==> src/pkg/fwd_arb_pkg.sv <==
// Constants, field layout and carrier types for the output forwarding arbiter.
// Assumes a single clock domain and an APB register bus with 32-bit data.
package fwd_arb_pkg;
   localparam int NUM_PORTS = 4;
   // Register indices; byte address is four times the index
   localparam logic [7:0] IDX_CTL_ONE = 8'h20;
   localparam logic [7:0] IDX_CTL_TWO = 8'h21;
   localparam logic [7:0] IDX_STATE = 8'h22;
   localparam int ADDR_W = 12;
   localparam logic [ADDR_W-1:0] ADDR_CTL_ONE = ADDR_W'({IDX_CTL_ONE, 2'b00});
   localparam logic [ADDR_W-1:0] ADDR_CTL_TWO = ADDR_W'({IDX_CTL_TWO, 2'b00});
   localparam logic [ADDR_W-1:0] ADDR_STATE = ADDR_W'({IDX_STATE, 2'b00});
   // Reset values
   localparam logic [7:0] RST_CTL_ONE = 8'hF0;
   localparam logic [7:0] RST_CTL_TWO = 8'h03;
   // Field positions
   localparam int OFF_LSB = 4;
   localparam int SWR_BIT = 6;
   localparam int MODE_LSB = 2;
   localparam int ROT_BIT = 0;
   localparam int CTL_TWO_RW_MSB = 6;
   localparam int LOST_BIT = 2;
   localparam int OK_BIT = 0;
   // Lockstep mode encodings
   typedef enum logic [1:0] {
      MODE_OFF = 2'b00,
      MODE_BASIC = 2'b01,
      MODE_INTERLEAVE = 2'b10,
      MODE_CONCAT = 2'b11
   } lockstep_mode_type;
   // Head-of-buffer packet kinds
   typedef enum logic [1:0] {
      KIND_LINE = 2'b00,
      KIND_FRAME_START = 2'b01,
      KIND_FRAME_END = 2'b10,
      KIND_OTHER_SHORT = 2'b11
   } pkt_kind_type;
   typedef struct packed {
      logic valid;
      pkt_kind_type kind;
   } rx_head_type;
   typedef struct packed {
      logic valid;
      logic [NUM_PORTS-1:0] ports;
      pkt_kind_type kind;
      logic concat;
   } fwd_cmd_type;
endpackage

==> src/rtl/fwd_arbiter.sv <==
// Forwarding arbiter merging up to four receive-port line buffers onto one output.
// Assumes buffers present a head packet on rx_head and drop it on a pop pulse, and the
// transmitter pulses tx_done once a forwarded command has been sent; both on clk_sys.
// Heads need only update in the cycle after a pop; the engine waits for that.
//
// Contract
// - Lockstep waits for lines on all enabled ports
// - Send-when-ready forwards each line once present
// - Send-when-ready ignored for concatenation, short packets and lockstep mode off
// - Mode field bits 3:2 select lockstep variant
// - Rotating mode serves ready sources in turn
// - Lost flag set only after a synced frame
// - Reading lost flag returns it then clears
// - Status ok bit shows currently synchronized delivery
// - Status ok bit zero when lockstep disabled
// - Per-port forward-off bits gate enabled sources
`timescale 1ns/1ps
module fwd_arbiter
   import fwd_arb_pkg::*;
#(
   parameter int PORTS = NUM_PORTS
) (
   input wire logic clk_sys,
   input wire logic rst_n,
   input wire logic psel,
   input wire logic penable,
   input wire logic pwrite,
   input wire logic [ADDR_W-1:0] paddr,
   input wire logic [31:0] pwdata,
   output logic [31:0] prdata,
   output logic pready,
   output logic pslverr,
   input wire rx_head_type [PORTS-1:0] rx_head,
   output logic [PORTS-1:0] rx_pop,
   output fwd_cmd_type fwd_cmd,
   input wire logic tx_done
);

   typedef enum logic [0:0] {
      ST_IDLE = 1'b0,
      ST_SEND = 1'b1
   } eng_state_type;

   // First set bit of mask at or after start, wrapping
   function automatic logic [PORTS-1:0] pick_from(input logic [PORTS-1:0] mask,
                                                  input logic [1:0] start);
      logic [PORTS-1:0] res;
      logic found;
      int k;
      res = '0;
      found = 1'b0;
      for (int i = 0; i < PORTS; i++) begin
         k = (int'(start) + i) % PORTS;
         if (!found && mask[k]) begin
            res[k] = 1'b1;
            found = 1'b1;
         end
      end
      return res;
   endfunction

   function automatic logic [1:0] index_of(input logic [PORTS-1:0] onehot);
      logic [1:0] idx;
      idx = '0;
      for (int i = 0; i < PORTS; i++) begin
         if (onehot[i]) begin
            idx = 2'(i);
         end
      end
      return idx;
   endfunction

   logic [7:0] ctl_one_q, ctl_one_d;
   logic [7:0] ctl_two_q, ctl_two_d;
   logic lost_q, lost_d;
   logic ok_q, ok_d;
   logic frame_sent_q, frame_sent_d;
   logic [31:0] prdata_q, prdata_d;
   logic pready_q, pready_d;
   logic pslverr_q, pslverr_d;
   eng_state_type state_q, state_d;
   fwd_cmd_type cmd_q, cmd_d;
   logic [PORTS-1:0] pend_q, pend_d;
   logic [PORTS-1:0] pop_q, pop_d;
   logic [1:0] last_q, last_d;

   logic [PORTS-1:0] enabled;
   logic [PORTS-1:0] head_valid;
   logic [PORTS-1:0] head_line;
   logic all_ready;
   logic kinds_match;
   logic mismatch;
   logic send_when_ready;
   logic rotating;
   lockstep_mode_type mode;
   logic access;
   logic rd_state;
   logic heads_settling;

   assign enabled = ~ctl_one_q[OFF_LSB +: PORTS];
   assign send_when_ready = ctl_two_q[SWR_BIT];
   assign rotating = ctl_two_q[ROT_BIT];
   assign mode = lockstep_mode_type'(ctl_two_q[MODE_LSB +: 2]);
   assign access = psel && penable && !pready_q;
   assign rd_state = access && !pwrite && (paddr == ADDR_STATE);
   // A popped head is still shown during the pop cycle; deciding on it would
   // forward the same packet twice and could fake a sync loss, so the engine
   // sits that cycle out at a small cost in throughput
   assign heads_settling = (pop_q != '0);

   generate
      for (genvar g = 0; g < PORTS; g++) begin : g_head
         assign head_valid[g] = rx_head[g].valid && enabled[g];
         assign head_line[g] = head_valid[g] && (rx_head[g].kind == KIND_LINE);
      end
   endgenerate

   // Heads are aligned when every enabled port holds a packet of one kind
   always_comb begin
      pkt_kind_type ref_kind;
      logic first;
      ref_kind = KIND_LINE;
      first = 1'b1;
      kinds_match = 1'b1;
      for (int i = 0; i < PORTS; i++) begin
         if (head_valid[i]) begin
            if (first) begin
               ref_kind = rx_head[i].kind;
               first = 1'b0;
            end else if (rx_head[i].kind != ref_kind) begin
               kinds_match = 1'b0;
            end
         end
      end
   end

   // No enabled port means nothing to align; lockstep then stays idle
   assign all_ready = (enabled != '0) && ((head_valid & enabled) == enabled);
   assign mismatch = all_ready && !kinds_match;

   // APB slave: one extra cycle per access, no further wait states;
   // pready, pslverr and read data are registered so they stand together
   always_comb begin
      ctl_one_d = ctl_one_q;
      ctl_two_d = ctl_two_q;
      prdata_d = prdata_q;
      pslverr_d = 1'b0;
      pready_d = access;
      if (access) begin
         prdata_d = '0;
         unique case (paddr)
            ADDR_CTL_ONE: begin
               if (pwrite) begin
                  ctl_one_d = pwdata[7:0];
               end else begin
                  prdata_d[7:0] = ctl_one_q;
               end
            end
            ADDR_CTL_TWO: begin
               if (pwrite) begin
                  ctl_two_d = {1'b0, pwdata[CTL_TWO_RW_MSB:0]};
               end else begin
                  prdata_d[7:0] = ctl_two_q;
               end
            end
            ADDR_STATE: begin
               // Writes are ignored; lost is cleared by the read itself
               prdata_d[LOST_BIT] = lost_q;
               prdata_d[OK_BIT] = ok_q && (mode != MODE_OFF);
            end
            default: begin
               pslverr_d = 1'b1;
            end
         endcase
      end
   end

   // Forwarding engine
   always_comb begin
      logic [PORTS-1:0] sel;
      state_d = state_q;
      cmd_d = cmd_q;
      pend_d = pend_q;
      pop_d = '0;
      last_d = last_q;
      ok_d = ok_q;
      frame_sent_d = frame_sent_q;
      lost_d = lost_q;
      sel = '0;
      // A read clear in the same cycle as a new loss gives way to the set
      if (rd_state) begin
         lost_d = 1'b0;
      end
      // Leaving lockstep forgets frame history; a later loss needs a new frame
      if (mode == MODE_OFF) begin
         ok_d = 1'b0;
         frame_sent_d = 1'b0;
      end
      unique case (state_q)
         ST_IDLE: begin
            cmd_d.valid = 1'b0;
            cmd_d.concat = 1'b0;
            if (heads_settling) begin
               // Stale heads this cycle; sync bookkeeping waits as well
               sel = '0;
            end else if (pend_q != '0) begin
               // Drain aligned lines one port at a time
               sel = pick_from(pend_q, last_q + 2'd1);
               pend_d = pend_q & ~sel;
               cmd_d.kind = KIND_LINE;
            end else if (rotating) begin
               // No alignment attempted in rotating mode
               sel = pick_from(head_valid, last_q + 2'd1);
               cmd_d.kind = rx_head[index_of(sel)].kind;
            end else if (mode != MODE_OFF) begin
               if (mismatch) begin
                  // Alignment broken: pass short packets singly to regain lock
                  ok_d = 1'b0;
                  frame_sent_d = 1'b0;
                  lost_d = frame_sent_q || lost_d;
                  sel = pick_from(head_valid & ~head_line, 2'd0);
                  cmd_d.kind = rx_head[index_of(sel)].kind;
               end else if (all_ready) begin
                  ok_d = 1'b1;
                  cmd_d.kind = rx_head[index_of(pick_from(enabled, 2'd0))].kind;
                  if (cmd_d.kind != KIND_LINE) begin
                     // Short packets always wait for every port
                     sel = enabled;
                     if (cmd_d.kind == KIND_FRAME_END && ok_q) begin
                        frame_sent_d = 1'b1;
                     end
                  end else if (mode == MODE_CONCAT) begin
                     sel = enabled;
                     cmd_d.concat = 1'b1;
                  end else begin
                     sel = pick_from(enabled, last_q + 2'd1);
                     pend_d = enabled & ~sel;
                  end
               end else if (send_when_ready && mode != MODE_CONCAT) begin
                  // Lines only; short packets keep waiting
                  sel = pick_from(head_line, last_q + 2'd1);
                  cmd_d.kind = KIND_LINE;
               end
            end
            if (sel != '0) begin
               cmd_d.valid = 1'b1;
               cmd_d.ports = sel;
               last_d = index_of(pick_from(sel, 2'd0));
               state_d = ST_SEND;
            end
         end
         ST_SEND: begin
            if (tx_done) begin
               pop_d = cmd_q.ports;
               cmd_d.valid = 1'b0;
               state_d = ST_IDLE;
            end
         end
      endcase
   end

   always_ff @(posedge clk_sys or negedge rst_n) begin
      if (!rst_n) begin
         ctl_one_q <= RST_CTL_ONE;
         ctl_two_q <= RST_CTL_TWO;
         lost_q <= 1'b0;
         ok_q <= 1'b0;
         frame_sent_q <= 1'b0;
         prdata_q <= '0;
         pready_q <= 1'b0;
         pslverr_q <= 1'b0;
         state_q <= ST_IDLE;
         cmd_q <= '0;
         pend_q <= '0;
         pop_q <= '0;
         last_q <= '0;
      end else begin
         ctl_one_q <= ctl_one_d;
         ctl_two_q <= ctl_two_d;
         lost_q <= lost_d;
         ok_q <= ok_d;
         frame_sent_q <= frame_sent_d;
         prdata_q <= prdata_d;
         pready_q <= pready_d;
         pslverr_q <= pslverr_d;
         state_q <= state_d;
         cmd_q <= cmd_d;
         pend_q <= pend_d;
         pop_q <= pop_d;
         last_q <= last_d;
      end
   end

   assign prdata = prdata_q;
   assign pready = pready_q;
   assign pslverr = pslverr_q;
   assign rx_pop = pop_q;
   assign fwd_cmd = cmd_q;

endmodule

==> config.mk <==
export PLATFORM = sky130hd
export DESIGN_NAME = fwd_arbiter
export DESIGN_NICKNAME = d
export VERILOG_FILES = /design/src/pkg/fwd_arb_pkg.sv /design/src/rtl/fwd_arbiter.sv
export SDC_FILE = /design/constraint.sdc
export NUM_CORES = 1
export LEC_CHECK = 0
export ABC_AREA = 1
export BUFFER_PORTS_ARGS = -buffer_cell sky130_fd_sc_hd__clkbuf_2
export CAP_MARGIN = 0
export CORE_UTILIZATION = 51
export DETAILED_ROUTE_END_ITERATION = 8
export PLACE_DENSITY = 0.77
export SLEW_MARGIN = 5
export SYNTH_ARGS = -nofsm -noshare
export SYNTH_HDL_FRONTEND = slang
export SYNTH_SLANG_ARGS = --single-unit
==> constraint.sdc <==
create_clock -name clk_sys -period 6 [get_ports clk_sys]
set_input_delay 0 -clock clk_sys [delete_from_list [all_inputs] [get_ports clk_sys]]
set_output_delay 0 -clock clk_sys [all_outputs]
set_load 0.01 [all_outputs]
==> impl_metrics.toml <==
[global_routing]
grt_overflow = 0
grt_max_degree = 48
grt_pass1_vias = 4466
grt_pass1_wl_um = 20500
antenna_found_initial = 0
grtUsageTotal = 0.290

[sta]
slew_headroom = 0.429
rsz0062_at_grt = "false"
hold_violations = 0
fin_skew_ns = 0.00856
max_freq_mhz = 287
drv_slew = 0
period_minus_slack_ns = 3.48
tightest_slew_ns = 0.850
final.setup.tns_ns = 0
setup_viol = 0
post-route-period-util = 0.580

[setup_path]
cp-start-kind = "register"
crit_required_ns = 6.22
path_cells = "inv_1 > ha_1 > clkinv_1 > o211ai_1 > nand2_1 > nand2_1 > inv_1 > nand2_1 > inv_2 > nand2_1 > nand3_1 > nor3_1 > nor2_1 > o21ai_0 > nand3_1 > a21oi_1"
critical_path.endpoint_type = "register"
slowest_stage = "ha_1"
cp.arrival_ns = 3.70
path_common_cell = "nand2_1"
slowest_delay_ns = 0.57
critPathMaxFanout = 11
critPathKind = "register to register"

[floorplan]
dieArea_um2 = 9000
rows = 33
core_area_um2 = 8300
io_pins = 108
initial_core_util = 0.530
die_w_um = 94.9
die_h_um = 94.9

[yosys]
synth_top_area_frac = 0.233
synthArstFlopShare = 1.00
seq_area_frac_synth = 0.269
netlist_area_um2 = 4400
synth.avg_cell_area_um2 = 6.18
synthCells = 712
synth_edf_count = 0
yosysMostFrequentCell = "nand2_1"
synth_area_leaders = "dfrtp_1 (23%), nand2_1 (18%), nand3_1 (11%)"
synthTopCellsByCount = "nand2_1 (213), nand3_1 (98), inv_1 (80)"
yosys_warnings = 0
ys_ff_latch = 47
ys.flop_type = "dfrtp_1"
synth.distinct_cells = 44
synth_top_cell_by_area = "dfrtp_1"

[clock_network]
insertion_delay_ns = 0.30
cts_buffers = 5
root_buffer = "clkbuf_8"
cts_tree = "built"
cts_setup_buffers = 0
clockBufferDepth = 2
cts.sinks = 47
clk_pin_slew_ns = 0.09
htreeDepth = 2

[power_and_ir_drop]
power_density_nw_per_um2 = 420
p_total_w = 0.00205
combPwrFrac = 0.688
switching_power_w = 0.00112
clkPwrFrac = 0.114
switching_share = 0.547
internal_power_w = 0.000927
leakagePower_nw = 2.55
ir_worst_vdd_uv = 482
pwr-share-seq = 0.198

[place]
placed_cell_area_um2 = 4650
finalWeightedCongestion = 0.987
numPortBuffers = 59
dpl.hpwl_um = 9540

[min_path]
hold_class = "input port to register"

[route]
drc = 0
drt_wl_total_um = 12200
drtIter0Drc = 427
routedWlPerCell_um = 13.8
drtAntennaViolNets = 0
routed_via_density = 5.46
dr_total_vias = 4816
dr.pass1.iters = 6

[layout]
drive_above_1_share = 0.151
n_antenna_cell = 0
nFillCells = 840
nets = 846
syn_to_final_growth_pct = 11.0
fin_area_um2 = 4880

[run_status]
status = "completed"

[run]
maxCapViolCount = 0
==> power by group through the flow <==
| stage | clock network, W | logic (W) | registers [W] |
|---|---|---|---|
| global route | 0.000251 | 0.00158 | 0.000412 |
| CTS | 0.000239 | 0.00139 | 0.000406 |
| floorplan | 0 | 0.00106 | 0.000419 |
| detailed placement | 0 | 0.00138 | 0.000412 |
| global placement | 0 | 0.00135 | 0.000411 |
| finish | 0.000234 | 0.00141 | 0.000406 |
==> state kept, by name, summed over array words and instances (netlist names) <==
signal / flops
last_q: 2
frame_sent_q: 1
rx_pop: 4
state_q: 1
pready: 1
pend_q: 4
pslverr: 1
ctl_two_q: 7
ctl_one_q: 8
prdata: 8
lost_q: 1
ok_q: 1
fwd_cmd: 8
==> final cells by class <==
cell class                      instances  area [um^2]  area share
Sequential cell                        47         1180       0.243
Clock buffer                            5         68.8      0.0141
Multi-Input combinational cell        552         2660       0.544
Inverter                               97          364      0.0746
Tap cell                              105          131      0.0269
Clock inverter                          3         43.8     0.00898
Timing Repair Buffer                   73          430      0.0882
==> logic make-up (layout without fill, tap and decap cells) <==
kind of cell	count (synthesis)	count (layout)	share of synthesized area
and+or+nand+nor	414	414	0.418
buffers and inverters	136	178	0.146
AOI/OAI and AO/OA	104	104	0.139
DFF	47	47	0.269
adders and majority gates	8	8	0.0228
other	1	24	0.000853
xor gates and xnor gates	1	1	0.00199
muxes	1	1	0.00256
==> through the flow <==
step                hold slack (ns)  worst slack (ns)  instances  utilization
floorplan                    -0.296              3.42        735            -
global placement              0.115              2.73        862        0.560
detailed placement            0.123              2.59        862        0.560
CTS                          0.0686              2.56        882        0.588
global route                  0.108              2.29        882        0.588
finish                       0.0742              2.52        882        0.588
==> repair_timing <==
action,4_1_cts,5_1_grt
endpoints found under the hold margin,62,0
resized for setup,0,0
hold buffers,12,0
==> worst max-delay path, delay by kind of cell, from the launching register on <==
kind	cells	cell delay, ns
and+or+nand+nor	8	1.21
adders and majority gates	1	0.57
DFF	1	0.46
AOI/OAI and AO/OA	3	0.46
buffers and inverters	4	0.69
==> layer usage <==
metal  GRT usage  wire length, um  vias up
li1            -                -     2399
met1       0.384             5210     2151
met2       0.483             5670      225
met3      0.0306              935       41
met4       0.117              387        0
met5           0                0        -
==> path summary, 6_finish.rpt <==
check / startpoint / end / slack, ns / cells after the start
min: paddr[1] / pslverr / 0.07 / 5
min in group asynchronous: rst_n / pend_q[0] / 0.31 / 3
max: last_q[1] / fwd_cmd[2] / 2.52 / 16
max reg2reg: last_q[1] / fwd_cmd[2] / 2.52 / 16
min reg2reg: fwd_cmd[0] / fwd_cmd[0] / 0.49 / 2
max in group asynchronous: rst_n / prdata[7] / 5.28 / 3
==> cell usage in the layout (no fill, tap or decap), types with 3 or more instances in the layout <==
cell type,count
nand2_1,213
nand3_1,98
inv_1,80
clkbuf_2,59
nor2_1,55
o21ai_0,42
dfrtp_1,41
conb_1,24
a21oi_1,16
o21ai_1,14
dlygate4sd3_1,12
inv_2,11
nand2_2,10
ha_1,8
clkinv_1,6
o22ai_1,6
nand4_1,6
nor2_2,6
nor3_1,6
dfstp_2,6
nor4_1,5
clkbuf_8,5
nor2_4,4
o211ai_1,4
nand3b_1,4
a22oi_1,3
nand2_4,3
o32ai_1,3
a22o_1,3
(Power assumes the default switching activity.)
